<file path="src/hw/mcu_core_pkg.sv">
// shared constants, types and decode functions for the small 8-bit core
`default_nettype none

package mcu_core_pkg;

  // data-space map of the registers that live in ram
  localparam logic [7:0] ACC_ADDR = 8'hff;
  localparam logic [7:0] FIRST_PTR_ADDR = 8'h80;
  localparam logic [7:0] SECOND_PTR_ADDR = 8'h81;

  // program-space vectors (reset start, external and timer interrupts)
  localparam logic [11:0] RESET_VECTOR = 12'h000;
  localparam logic [11:0] EXT_IRQ_VECTOR = 12'hffc;
  localparam logic [11:0] TIMER_IRQ_VECTOR = 12'hff8;

  // inherent opcodes, the three-byte move and extended-address upper nibbles
  localparam logic [7:0] OP_MVI = 8'hb0;
  localparam logic [7:0] OP_RTI = 8'hb2;
  localparam logic [7:0] OP_RTS = 8'hb3;
  localparam logic [7:0] OP_COMA = 8'hb4;
  localparam logic [7:0] OP_ROLA = 8'hb5;
  localparam logic [7:0] OP_STOP = 8'hb6;
  localparam logic [7:0] OP_WAIT = 8'hb7;
  localparam logic [3:0] OP_JSR_HI = 4'h8;
  localparam logic [3:0] OP_JMP_HI = 4'h9;

  // timer control/status field positions and reset values
  localparam int TIMER_CTRL_STATUS_REG_PRESCALE_BIT = 5;
  localparam int TIMER_CTRL_STATUS_REG_IRQ_EN_BIT = 6;
  localparam int TIMER_CTRL_STATUS_REG_ZERO_BIT = 7;
  localparam logic [7:0] TIMER_CTRL_STATUS_REG_WRITE_MASK = 8'he0;
  localparam logic [7:0] TIMER_CTRL_STATUS_REG_RESET = 8'h00;
  localparam logic [7:0] TIMER_RELOAD_RESET = 8'hff;

  // apb register byte offsets
  localparam logic [7:0] REG_CTRL = 8'h00;
  localparam logic [7:0] REG_STATUS = 8'h04;
  localparam logic [7:0] REG_TIMER_CTRL_STATUS = 8'h08;
  localparam logic [7:0] REG_TIMER_RELOAD = 8'h0c;
  localparam logic [7:0] REG_TIMER_COUNT = 8'h10;

  // timing: oscillator-stabilisation delay after stop, in oscillator periods
  localparam int CLK_PERIOD_NS = 20;
  localparam int OSC_PERIOD_NS = 20;
  localparam int STOP_WAKE_PERIODS = 1920;
  localparam int WAKE_CYCLES = STOP_WAKE_PERIODS * OSC_PERIOD_NS / CLK_PERIOD_NS;
  localparam logic [2:0] CYC_SHORT = 3'd2;
  localparam logic [2:0] CYC_STD = 3'd4;
  localparam logic [2:0] CYC_BIT_BRANCH = 3'd5;
  localparam int STACK_DEPTH_DEFAULT = 4;

  // power modes of the core
  typedef enum logic [1:0] {
    MODE_RUN = 2'b00,
    MODE_WAIT = 2'b01,
    MODE_STOP = 2'b10,
    MODE_WAKE = 2'b11
  } power_mode_t;

  // total cycle count of an opcode
  function automatic logic [2:0] op_cycles(input logic [7:0] op);
    if (!op[7] || op == OP_RTI || op == OP_RTS || op == OP_STOP || op == OP_WAIT)
      return CYC_SHORT;
    if (op[7:4] == 4'hc)
      return CYC_BIT_BRANCH;
    if (op[7:3] == 5'b10100 || op == 8'hb1 || op == 8'he9 || op == 8'hee || op == 8'hef)
      return CYC_SHORT;
    return CYC_STD;
  endfunction

  // byte length of an opcode
  function automatic logic [11:0] op_length(input logic [7:0] op);
    if (op == OP_MVI || op[7:4] == 4'hc)
      return 12'd3;
    if (op[7:5] == 3'b100 || op[7:4] == 4'hd || op[7:3] == 5'b11101 || op[7:3] == 5'b11111)
      return 12'd2;
    return 12'd1;
  endfunction

endpackage

`default_nettype wire

</file>
<file path="src/hw/data_space_ram.sv">
// data-space ram with one write port and two registered read ports
`timescale 1ns/1ps
`default_nettype none

module data_space_ram #(
  parameter int ADDR_W = 8,
  parameter int DATA_W = 8
) (
  // clock and reset
  input wire logic clk_sys_i,
  input wire logic reset_n_i,
  // write port
  input wire logic wr_en_i,
  input wire logic [ADDR_W-1:0] wr_addr_i,
  input wire logic [DATA_W-1:0] wr_data_i,
  // read ports
  input wire logic [ADDR_W-1:0] rd_addr_a_i,
  input wire logic [ADDR_W-1:0] rd_addr_b_i,
  output logic [DATA_W-1:0] rd_data_a_o,
  output logic [DATA_W-1:0] rd_data_b_o
);

  // read registers form the module state
  typedef struct packed {
    logic [DATA_W-1:0] rd_a;
    logic [DATA_W-1:0] rd_b;
  } ram_state_t;

  logic [DATA_W-1:0] mem [2**ADDR_W]; // storage array, not reset
  ram_state_t st; // registered state
  ram_state_t next_st; // next state

  // refuse widths the storage cannot serve
  if (ADDR_W < 1 || ADDR_W > 12 || DATA_W < 1)
    $error("data_space_ram: unsupported width");

  // array write, separate from the state registers
  always_ff @(posedge clk_sys_i)
  begin
    if (wr_en_i)
    begin
      mem[wr_addr_i] <= wr_data_i;
    end
  end

  // read data of this cycle's addresses
  always_comb
  begin
    next_st = st;
    next_st.rd_a = mem[rd_addr_a_i];
    next_st.rd_b = mem[rd_addr_b_i];
  end

  // register the read data
  always_ff @(posedge clk_sys_i or negedge reset_n_i)
  begin
    if (!reset_n_i)
      st <= '0;
    else
      st <= next_st;
  end

  assign rd_data_a_o = st.rd_a;
  assign rd_data_b_o = st.rd_b;

endmodule

`default_nettype wire

</file>
<file path="src/hw/mcu_opcode_decode_and_lowpower.sv">
// 8-bit core sequencer: opcode decode, execution, timer, stop/wait, apb view
//
// Design decisions made here: register access over APB and the placing of the registers.
`timescale 1ns/1ps
`default_nettype none

module mcu_opcode_decode_and_lowpower
  import mcu_core_pkg::*;
#(
  parameter int STACK_DEPTH = mcu_core_pkg::STACK_DEPTH_DEFAULT
) (
  // clock and reset
  input wire logic clk_sys_i,
  input wire logic reset_n_i,
  // apb slave
  input wire logic psel_i,
  input wire logic penable_i,
  input wire logic pwrite_i,
  input wire logic [7:0] paddr_i,
  input wire logic [31:0] pwdata_i,
  output logic [31:0] prdata_o,
  output logic pready_o,
  output logic pslverr_o,
  // program memory, combinational read
  output logic [11:0] prog_addr_o,
  input wire logic [7:0] prog_data_i,
  // interrupt request pin, active low
  input wire logic interrupt_request_input_n_i,
  // power control
  output logic osc_enable_o,
  output logic core_clk_en_o
);
  import mcu_core_pkg::*;

  localparam int SP_W = (STACK_DEPTH > 1) ? $clog2(STACK_DEPTH) : 1;

  // refuse stack depths the pointer cannot wrap over
  if (STACK_DEPTH < 2 || (STACK_DEPTH & (STACK_DEPTH - 1)) != 0)
    $error("stack depth must be a power of two, at least 2");
  if (WAKE_CYCLES < 1 || WAKE_CYCLES > 2047)
    $error("wake delay does not fit its counter");

  // complete register state of the core
  typedef struct packed {
    logic ctrl_run; // software run enable
    power_mode_t mode; // power mode
    logic [11:0] pc; // program counter
    logic [7:0] op; // current opcode
    logic [7:0] b1; // second instruction byte
    logic [7:0] b2; // third instruction byte
    logic [7:0] ea; // effective data address
    logic [2:0] cyc; // cycle within instruction
    logic z; // zero flag
    logic c; // carry flag
    logic int_mask; // set while an interrupt is serviced
    logic [STACK_DEPTH-1:0][13:0] stack; // {z, c, pc} entries
    logic [SP_W-1:0] sp; // stack pointer
    logic [7:0] timer_ctrl_status_reg; // timer_ctrl_status_reg
    logic [7:0] treload; // timer reload value
    logic [7:0] tcount; // timer down counter
    logic [10:0] wake_cnt; // oscillator stabilisation counter
    logic [31:0] prdata; // apb read data
    logic pslverr; // apb error for the current transfer
    logic irq_s1; // irq synchroniser, first stage
    logic irq_s2; // irq synchroniser, second stage
  } core_state_t;

  core_state_t st; // registered state
  core_state_t next_st; // next state

  logic [7:0] rd_addr_a, rd_addr_b; // ram read addresses
  logic [7:0] rd_data_a, rd_data_b; // ram read data
  logic mem_we; // ram write enable
  logic [7:0] mem_waddr, mem_wdata; // ram write address and data
  logic exec_on; // core advancing this cycle
  logic ext_pending; // synchronised external request
  logic timer_irq; // enabled timer request
  logic take_irq; // interrupt entry instead of fetch
  logic fetch; // opcode fetched this cycle
  logic branch_cond; // relative branch condition true
  logic [11:0] rel_target; // relative branch target
  logic [7:0] acc_val, opd; // accumulator and operand at execute
  logic [8:0] wide; // alu result with carry/borrow
  logic [2:0] func; // unified alu function
  logic is_alu; // alu or short-direct class
  logic bit_tested; // bit examined by bit-test-branch
  logic reg_lower; // register below operand
  logic [SP_W-1:0] sp_pop; // index of top stack entry

  // data-space memory holding ram, accumulator and pointers
  data_space_ram #(.ADDR_W(8), .DATA_W(8)) u_ram (
    .clk_sys_i(clk_sys_i),
    .reset_n_i(reset_n_i),
    .wr_en_i(mem_we),
    .wr_addr_i(mem_waddr),
    .wr_data_i(mem_wdata),
    .rd_addr_a_i(rd_addr_a),
    .rd_addr_b_i(rd_addr_b),
    .rd_data_a_o(rd_data_a),
    .rd_data_b_o(rd_data_b)
  );

  // decode helpers shared by execution and checks
  assign ext_pending = !st.irq_s2;
  assign timer_irq = st.timer_ctrl_status_reg[TIMER_CTRL_STATUS_REG_IRQ_EN_BIT] & st.timer_ctrl_status_reg[TIMER_CTRL_STATUS_REG_ZERO_BIT];
  assign exec_on = st.ctrl_run && st.mode == MODE_RUN;
  assign take_irq = exec_on && st.cyc == 3'd0 && !st.int_mask && (ext_pending || timer_irq);
  assign fetch = exec_on && st.cyc == 3'd0 && !take_irq;
  assign rel_target = st.pc + 12'd1 + {{7{st.op[4]}}, st.op[4:0]};
  assign sp_pop = st.sp - SP_W'(1);
  assign acc_val = rd_data_b;
  assign opd = (st.op[7:3] == 5'b11101) ? st.b1 : rd_data_a;
  assign bit_tested = rd_data_a[st.op[2:0]];
  assign reg_lower = acc_val < opd;
  assign is_alu = st.op[7:5] == 3'b111 || st.op[7:4] == 4'ha || st.op[7:3] == 5'b10111;

  // condition chosen by 32-opcode block
  always_comb
  begin
    case (st.op[6:5])
      2'b00: branch_cond = !st.z;
      2'b01: branch_cond = st.z;
      2'b10: branch_cond = !st.c;
      default: branch_cond = st.c;
    endcase
  end

  // short-direct opcodes map onto the alu function codes
  always_comb
  begin
    if (st.op[7:5] == 3'b111)
      func = st.op[2:0];
    else
      func = {st.op[2] ? 2'b00 : 2'b11, st.op[4]};
  end

  // next-state logic: apb, timer, power modes, instruction sequencer
  always_comb
  begin
    next_st = st;
    mem_we = 1'b0;
    mem_waddr = st.ea;
    mem_wdata = 8'h00;
    rd_addr_a = st.ea;
    rd_addr_b = ACC_ADDR;
    wide = 9'h000;
    // two-flop synchroniser for the irq pin
    next_st.irq_s1 = interrupt_request_input_n_i;
    next_st.irq_s2 = st.irq_s1;
    // apb setup phase: register read data and decode error
    if (psel_i && !penable_i)
    begin
      next_st.pslverr = 1'b0;
      case (paddr_i)
        REG_CTRL: next_st.prdata = {31'h0, st.ctrl_run};
        REG_STATUS: next_st.prdata = {13'h0, st.ctrl_run, st.mode, 1'b0, st.int_mask,
                                      st.c, st.z, st.pc};
        REG_TIMER_CTRL_STATUS: next_st.prdata = {24'h0, st.timer_ctrl_status_reg};
        REG_TIMER_RELOAD: next_st.prdata = {24'h0, st.treload};
        REG_TIMER_COUNT: next_st.prdata = {24'h0, st.tcount};
        default:
        begin
          next_st.prdata = 32'h0;
          next_st.pslverr = 1'b1;
        end
      endcase
    end
    // apb access phase: writes
    if (psel_i && penable_i && pwrite_i)
    begin
      case (paddr_i)
        REG_CTRL: next_st.ctrl_run = pwdata_i[0];
        REG_TIMER_CTRL_STATUS: next_st.timer_ctrl_status_reg = pwdata_i[7:0] & TIMER_CTRL_STATUS_REG_WRITE_MASK;
        REG_TIMER_RELOAD: next_st.treload = pwdata_i[7:0];
        default: ;
      endcase
    end
    // timer: runs with the core, in wait only when prescale control is set
    if (st.mode == MODE_RUN || (st.mode == MODE_WAIT && st.timer_ctrl_status_reg[TIMER_CTRL_STATUS_REG_PRESCALE_BIT]))
    begin
      if (st.tcount == 8'h00)
      begin
        next_st.tcount = st.treload;
        next_st.timer_ctrl_status_reg[TIMER_CTRL_STATUS_REG_ZERO_BIT] = 1'b1; // set wins over software clear
      end
      else
        next_st.tcount = st.tcount - 8'h01;
    end
    // low-power modes: only wake-up logic advances, and the timer in wait when prescale control is set
    case (st.mode)
      MODE_WAIT:
      begin
        if (ext_pending || timer_irq)
          next_st.mode = MODE_RUN;
      end
      MODE_STOP:
      begin
        // oscillator off: timer, core and state held unchanged
        if (ext_pending)
        begin
          next_st.mode = MODE_WAKE;
          next_st.wake_cnt = 11'(WAKE_CYCLES - 1);
        end
      end
      MODE_WAKE:
      begin
        // oscillator stabilising before processing resumes
        if (st.wake_cnt == 11'd0)
          next_st.mode = MODE_RUN;
        else
          next_st.wake_cnt = st.wake_cnt - 11'd1;
      end
      default: ;
    endcase
    // instruction sequencer
    if (take_irq)
    begin
      // interrupt entry pushes flags and return address
      next_st.stack[st.sp] = {st.z, st.c, st.pc};
      next_st.sp = st.sp + SP_W'(1);
      next_st.pc = ext_pending ? EXT_IRQ_VECTOR : TIMER_IRQ_VECTOR;
      next_st.int_mask = 1'b1;
    end
    else if (fetch)
    begin
      next_st.op = prog_data_i;
      next_st.cyc = 3'd1;
    end
    else if (exec_on)
    begin
      next_st.cyc = (st.cyc == op_cycles(st.op) - 3'd1) ? 3'd0 : st.cyc + 3'd1;
      case (st.cyc)
        3'd1:
        begin
          next_st.b1 = prog_data_i;
          rd_addr_b = st.op[4] ? SECOND_PTR_ADDR : FIRST_PTR_ADDR;
          if (op_cycles(st.op) == CYC_SHORT)
          begin
            next_st.pc = st.pc + 12'd1;
            if (!st.op[7])
              next_st.pc = branch_cond ? rel_target : st.pc + 12'd1;
            else if (st.op == OP_RTS || st.op == OP_RTI)
            begin
              next_st.sp = sp_pop;
              next_st.pc = st.stack[sp_pop][11:0];
              if (st.op == OP_RTI)
              begin
                next_st.z = st.stack[sp_pop][13];
                next_st.c = st.stack[sp_pop][12];
                next_st.int_mask = 1'b0;
              end
            end
            else if (st.op == OP_STOP)
            begin
              next_st.mode = MODE_STOP;
              next_st.timer_ctrl_status_reg[TIMER_CTRL_STATUS_REG_IRQ_EN_BIT] = 1'b0;
              next_st.timer_ctrl_status_reg[TIMER_CTRL_STATUS_REG_ZERO_BIT] = 1'b0;
            end
            else if (st.op == OP_WAIT)
              next_st.mode = MODE_WAIT;
          end
        end
        3'd2:
        begin
          next_st.b2 = prog_data_i;
          // effective address by addressing mode
          if (st.op[7:5] == 3'b111 && !st.op[3])
            next_st.ea = rd_data_b;
          else if (st.op[7:4] == 4'ha || st.op[7:4] == 4'hb)
            next_st.ea = FIRST_PTR_ADDR | {6'h0, st.op[1:0]};
          else
            next_st.ea = st.b1;
          rd_addr_a = next_st.ea;
          rd_addr_b = ACC_ADDR;
        end
        3'd3:
        begin
          next_st.pc = st.pc + op_length(st.op);
          if (st.op[7:4] == OP_JSR_HI || st.op[7:4] == OP_JMP_HI)
          begin
            next_st.pc = {st.op[3:0], st.b1};
            if (st.op[7:4] == OP_JSR_HI)
            begin
              next_st.stack[st.sp] = {st.z, st.c, st.pc + 12'd2};
              next_st.sp = st.sp + SP_W'(1);
            end
          end
          else if (st.op[7:4] == 4'hc)
          begin
            next_st.c = bit_tested;
            if (bit_tested == st.op[3])
              next_st.pc = st.pc + 12'd3 + {{4{st.b2[7]}}, st.b2};
          end
          else if (st.op[7:4] == 4'hd)
          begin
            mem_we = 1'b1;
            mem_waddr = st.ea;
            mem_wdata = rd_data_a;
            mem_wdata[st.op[2:0]] = st.op[3];
          end
          else if (st.op == OP_MVI)
          begin
            mem_we = 1'b1;
            mem_waddr = st.b1;
            mem_wdata = st.b2;
          end
          else if (st.op == OP_COMA || st.op == OP_ROLA)
          begin
            mem_we = 1'b1;
            mem_waddr = ACC_ADDR;
            mem_wdata = (st.op == OP_COMA) ? ~acc_val : {acc_val[6:0], st.c};
            next_st.c = (st.op == OP_COMA) ? 1'b1 : acc_val[7];
            next_st.z = mem_wdata == 8'h00;
          end
          else if (is_alu)
          begin
            // accumulator/memory operations with their flag updates
            mem_we = 1'b1;
            mem_waddr = ACC_ADDR;
            case (func)
              3'd0: mem_wdata = opd;
              3'd1:
              begin
                mem_waddr = st.ea;
                mem_wdata = acc_val;
              end
              3'd2:
              begin
                wide = {1'b0, acc_val} + {1'b0, opd};
                mem_wdata = wide[7:0];
                next_st.c = wide[8];
              end
              3'd3, 3'd4:
              begin
                wide = {1'b0, acc_val} - {1'b0, opd};
                mem_we = (func == 3'd3);
                mem_wdata = wide[7:0];
                next_st.c = reg_lower;
              end
              3'd5: mem_wdata = acc_val & opd;
              3'd6:
              begin
                mem_waddr = st.ea;
                mem_wdata = opd + 8'h01;
              end
              default:
              begin
                mem_waddr = st.ea;
                mem_wdata = opd - 8'h01;
              end
            endcase
            next_st.z = mem_wdata == 8'h00;
          end
        end
        default: ;
      endcase
    end
  end

  // state register with asynchronous reset to constants
  always_ff @(posedge clk_sys_i or negedge reset_n_i)
  begin
    if (!reset_n_i)
    begin
      st <= '0;
      st.pc <= RESET_VECTOR;
      st.timer_ctrl_status_reg <= TIMER_CTRL_STATUS_REG_RESET;
      st.treload <= TIMER_RELOAD_RESET;
      st.tcount <= TIMER_RELOAD_RESET;
      st.irq_s1 <= 1'b1;
      st.irq_s2 <= 1'b1;
    end
    else
      st <= next_st;
  end

  // outputs
  assign prdata_o = st.prdata;
  assign pready_o = 1'b1;
  assign pslverr_o = st.pslverr;
  assign prog_addr_o = st.pc + {9'h000, st.cyc};
  assign osc_enable_o = st.mode != MODE_STOP;
  assign core_clk_en_o = st.mode == MODE_RUN;
endmodule

`default_nettype wire

</file>
<file path="config.mk">
export PLATFORM = sky130hd
export DESIGN_NAME = mcu_opcode_decode_and_lowpower
export DESIGN_NICKNAME = d
export VERILOG_FILES = /design/src/hw/mcu_core_pkg.sv /design/src/hw/data_space_ram.sv /design/src/hw/mcu_opcode_decode_and_lowpower.sv
export SDC_FILE = /design/constraint.sdc
export NUM_CORES = 2
export LEC_CHECK = 0
export BUFFER_PORTS_ARGS = -buffer_cell sky130_fd_sc_hd__buf_2
export CORE_ASPECT_RATIO = 2
export CORE_MARGIN = 2
export CORE_UTILIZATION = 55
export CTS_BUF_LIST = sky130_fd_sc_hd__clkbuf_8
export DETAILED_ROUTE_END_ITERATION = 10
export GPL_TIMING_DRIVEN = 0
export MAX_ROUTING_LAYER = met4
export PLACE_DENSITY = 0.71
export SETUP_SLACK_MARGIN = 0.15
export SYNTH_ARGS = -nofsm -noshare
export SYNTH_HDL_FRONTEND = slang
export SYNTH_SLANG_ARGS = --single-unit
</file>
<file path="constraint.sdc">
create_clock -name clk_sys_i -period 26.5 [get_ports clk_sys_i]
set_input_delay 5.3 -clock clk_sys_i [delete_from_list [all_inputs] [get_ports clk_sys_i]]
set_output_delay 5.3 -clock clk_sys_i [all_outputs]
set_load 0.02 [all_outputs]
</file>
==> results of run 1 <==
==> cells by family after synthesis <==
group,Yosys count
and+or+nand+nor,2594
DFF,2226
AOI/OAI and AO/OA,1169
buffers and inverters,553
muxes,368
adders and majority gates,82
xor gates and xnor gates,72
other,2
==> metal layers <==
layer / global-route usage (%) / GRT overflow
met5: - / -
met2: 89.7 / 403
met4: 73.2 / 349
met3: 54.2 / 2
met1: 73.9 / 4
==> through the flow <==
stage,util (%),hold slack [ns],std cells
floorplan,-,0.345,7079
CTS,62.0,0.367,10200
global placement,57.1,0.351,9409
detailed placement,58.6,0.353,9610
==> flow_metrics.tcl, run 1 <==
set metrics [dict create \
    ys.flop_type "edfxtp_1" \
    synthCells 7066 \
    clock-root-buffer "clkbuf_8" \
    cts_sinks 2226 \
    synthMuxAreaShare_pct 4.20 \
    io_buffers 62 \
    yosys_warnings 0 \
    io_pins 102 \
    synth_edf_count 2048 \
    synth_top_area_share_pct 65.6 \
    syn-cell-area_um2 93800 \
    avgSynthCellArea_um2 13.3 \
    cts_resized 0 \
    clockBufferDepth 4 \
    track_usage_pct 74.2 \
    dpl-instance-area_um2 99400 \
    grt_pass1_vias 84000 \
    error "[ERROR GRT-0116] Global routing finished with congestion. Check the congestion regions in the DRC Viewer." \
    die_w_um 296 \
    dp_slack_ns 18.56 \
    gp_congestion 1.16 \
    synthAdderAreaFrac_pct 1.13 \
    ys_ff_latch 2226 \
    hold_buffers 0 \
    synth_cell_type_count 99 \
    synth-compound-area-share_pct 8.88 \
    grt_pass1_wl_um 854000 \
    stop_stage "5_1_grt" \
    synth_area_leader_cell "edfxtp_1" \
    cts_htree_levels 5 \
    yosysMostFrequentCell "edfxtp_1" \
    synthSimpleGateAreaFrac_pct 11.8 \
    synth_top_family_by_area "simple AND/OR/NAND/NOR gates" \
    cts_setup_buffers 0 \
    overflow 758 \
    ys_seq_area_share_pct 70.4 \
    synth-xor-area-share_pct 0.672 \
    dp_hpwl_um 385000 \
    postSynth.asyncResetShare_pct 8.00 \
    grt_start_max_net_pins 112 \
    rows 214 \
    cts_made_buffers 312 \
    die_h_um 588 \
    start_util_pct 55.2 \
    status "aborted with a tool error" \
    synthTopCellsByCount "edfxtp_1, nand2_1, nor2_1" \
    synth_area_leaders "edfxtp_1, nand2_1, dfrtp_1, mux2i_1, nand3_1" \
]
==> run 2, diff against run 1 <==
--- a/config.mk
+++ b/config.mk
@@ -6,15 +6,11 @@
 export NUM_CORES = 2
 export LEC_CHECK = 0
 export BUFFER_PORTS_ARGS = -buffer_cell sky130_fd_sc_hd__buf_2
-export CORE_ASPECT_RATIO = 2
 export CORE_MARGIN = 2
-export CORE_UTILIZATION = 55
-export CTS_BUF_LIST = sky130_fd_sc_hd__clkbuf_8
+export CORE_UTILIZATION = 40
 export DETAILED_ROUTE_END_ITERATION = 10
 export GPL_TIMING_DRIVEN = 0
-export MAX_ROUTING_LAYER = met4
-export PLACE_DENSITY = 0.71
-export SETUP_SLACK_MARGIN = 0.15
+export PLACE_DENSITY_LB_ADDON = 0.15
 export SYNTH_ARGS = -nofsm -noshare
 export SYNTH_HDL_FRONTEND = slang
 export SYNTH_SLANG_ARGS = --single-unit
==> constraint.sdc (replaced) <==
create_clock -name clk_sys_i -period 34.5 [get_ports clk_sys_i]
set_input_delay 6.9 -clock clk_sys_i [delete_from_list [all_inputs] [get_ports clk_sys_i]]
set_output_delay 6.9 -clock clk_sys_i [all_outputs]
set_load 0.02 [all_outputs]
==> flow_metrics.tcl, run 2 <==
set metrics [dict create \
    post_drt_wl_per_cell_um 47.2 \
    vias 74000 \
    status "complete, but fails checks" \
    peakVddDrop_v 0.0000539 \
    synth_top_area_share_pct 65.6 \
    pwr-share-clk_pct 47.2 \
    cts_made_buffers 237 \
    p_total_mw 5.72 \
    grt_pass1_vias 65900 \
    clockBufferDepth 3 \
    routed_wirelength_um 519000 \
    die_h_um 488 \
    dpl-instance-area_um2 100000 \
    cts_setup_buffers 0 \
    io_pins 102 \
    final_cell_mix "edfxtp_1, nand2_1, nand3_1" \
    yosys_warnings 0 \
    final_common_cell "edfxtp_1" \
    overflow 0 \
    fin_area_um2 109000 \
    tightest_slew_ns 1.83 \
    cts_tree "yes" \
    p_int_mw 4.46 \
    required_ns 27.60 \
    cp.arrival_ns 3.73 \
    cts_sinks 2226 \
    start_util_pct 40.3 \
    synthCells 7066 \
    pwr-share-seq_pct 51.2 \
    avgSynthCellArea_um2 13.3 \
    ys.flop_type "edfxtp_1" \
    cap_violations 33 \
    dp_hpwl_um 363000 \
    grt_start_max_net_pins 97 \
    layout-drive-gt1-share_pct 15.0 \
    nets 7719 \
    drt_pass1_iterations 6 \
    cts_htree_levels 4 \
    powerDensity_nw_per_um2 52.6 \
    postSynth.asyncResetShare_pct 8.00 \
    failed_checks "max-capacitance violations, max-slew violations" \
    die_w_um 488 \
    via_per_inst 6.74 \
    syn_to_final_growth_pct 15.9 \
    yosysMostFrequentCell "edfxtp_1" \
    clock-root-buffer "clkbuf_16" \
    die_area_um2 238000 \
    finalCritPeriodShare_pct 30.8 \
    clkTransAtPathRegs_ns 0.06 \
    syn-cell-area_um2 93800 \
    clock.fmax_mhz 94.1 \
    synth_edf_count 2048 \
    setup_violations 0 \
    antenna_found_initial 87 \
    coreArea_um2 233000 \
    finalSetupTns_ns 0 \
    synth_area_leaders "edfxtp_1, nand2_1, dfrtp_1, mux2i_1, nand3_1" \
    rows 177 \
    path_max_fanout 9 \
    track_usage_pct 42.7 \
    postLayoutCoreUtil_pct 46.7 \
    grt_pass1_wl_um 659000 \
    drt_iter0_drc 15100 \
    finalWorstPathRequiredPeriod_ns 10.63 \
    synth_cell_type_count 99 \
    relSlewSlack_pct -22.2 \
    synth_area_leader_cell "edfxtp_1" \
    slew_viol_final 288 \
    gp_congestion 1.06 \
    drc 0 \
    ys_seq_area_share_pct 70.4 \
    synthTopCellsByCount "edfxtp_1, nand2_1, nor2_1" \
    final_hold_viol_count 0 \
    crit_type "reg2out" \
    cp-end-kind "output pin" \
    start_kind "register" \
    hold_ws_ns 0.359 \
    p_leak_nw 40.0 \
    io_buffers 62 \
    hold_buffers 0 \
    ant_nets 0 \
    largest_register_ffs 2048 \
    hold_class "reg2reg" \
    ys_ff_latch 2226 \
    clk_latency_ns 0.99 \
    rsz0062_at_grt "false" \
    swShare_pct 22.0 \
    regMostFlops "u_ram.mem" \
    power_frac_comb_pct 1.7 \
    finClkSkew_ns 0.101 \
    p_sw_mw 1.26 \
    cts_resized 0 \
]
run 2: cell counts after synthesis:
No cell type changed its count.
run 2: kinds of logic after synthesis:
| kind of cell | Yosys count | share of synthesized area [%] |
|---|---|---|
| other | 2 | 0.00801 |
| DFF | 2226 | 70.4 |
| xor gates and xnor gates | 72 | 0.672 |
| muxes | 368 | 4.20 |
| and+or+nand+nor | 2594 | 11.8 |
| buffers and inverters | 553 | 2.94 |
| AOI/OAI and AO/OA | 1169 | 8.88 |
| adders and majority gates | 82 | 1.13 |
run 2: final timing paths:
| check | slack, ns | startpoint | cells past startpoint | endpoint |
|---|---|---|---|---|
| worst max-delay path | 23.87 | st[167] | 8 | prog_addr_o[10] |
| worst min-delay path | 0.36 | next_st[0] | 0 | st[0] |
| worst max register to register | 26.44 | st[131] | 17 | u_ram.rd_data_a_o[1] |
| worst min register to register | 0.36 | next_st[0] | 0 | st[0] |
| max in group asynchronous | 27.51 | reset_n_i | 2 | st[130] |
| min in group asynchronous | 5.90 | reset_n_i | 1 | prdata_o[10] |
run 2: layout make-up:
cell class	instances	area [µm²]
inverter	63	239
tap	3132	3920
clock inverter	155	1830
buffer	490	2570
fill	21100	124000
multi-input combinational	4300	25300
clock buffer	291	6200
antenna	61	153
timing repair buffer	266	2460
sequential	2226	66000
run 2: worst max-delay path: stages (launching register included):
cell     delay, ns
dfrtp_1       0.64
inv_1         0.32
fa_1          0.50
nor2b_1       0.13
o21ai_0       0.15
nor2_1        0.48
nand3_1       0.17
xnor2_1       0.22
buf_2         0.20
run 2: power groups by stage:
stage          sequential [mW]  clock (mW)  combinational (mW)
6_report                  2.93        2.70              0.0949
3_5_place_dp              2.98           0              0.0942
5_1_grt                   2.92        2.77               0.105
2_1_floorplan             2.98           0              0.0623
4_1_cts                   2.93        2.67              0.0947
3_3_place_gp              2.98           0              0.0918
run 2: metrics by stage:
step,worst slack [ns],cells
2_1_floorplan,5.25,7079
6_report,23.87,11000
3_5_place_dp,24.71,10500
3_3_place_gp,-29.96,10300
4_1_cts,23.76,10900
5_1_grt,23.72,10900
run 2: metal layers:
metal | GRT usage (%) | wire (µm)
met3 | 17.5 | 76700
met4 | 29.9 | 43900
met1 | 53.5 | 185000
met2 | 59.6 | 212000
met5 | 0.837 | 667
(Power assumes the default switching activity.)
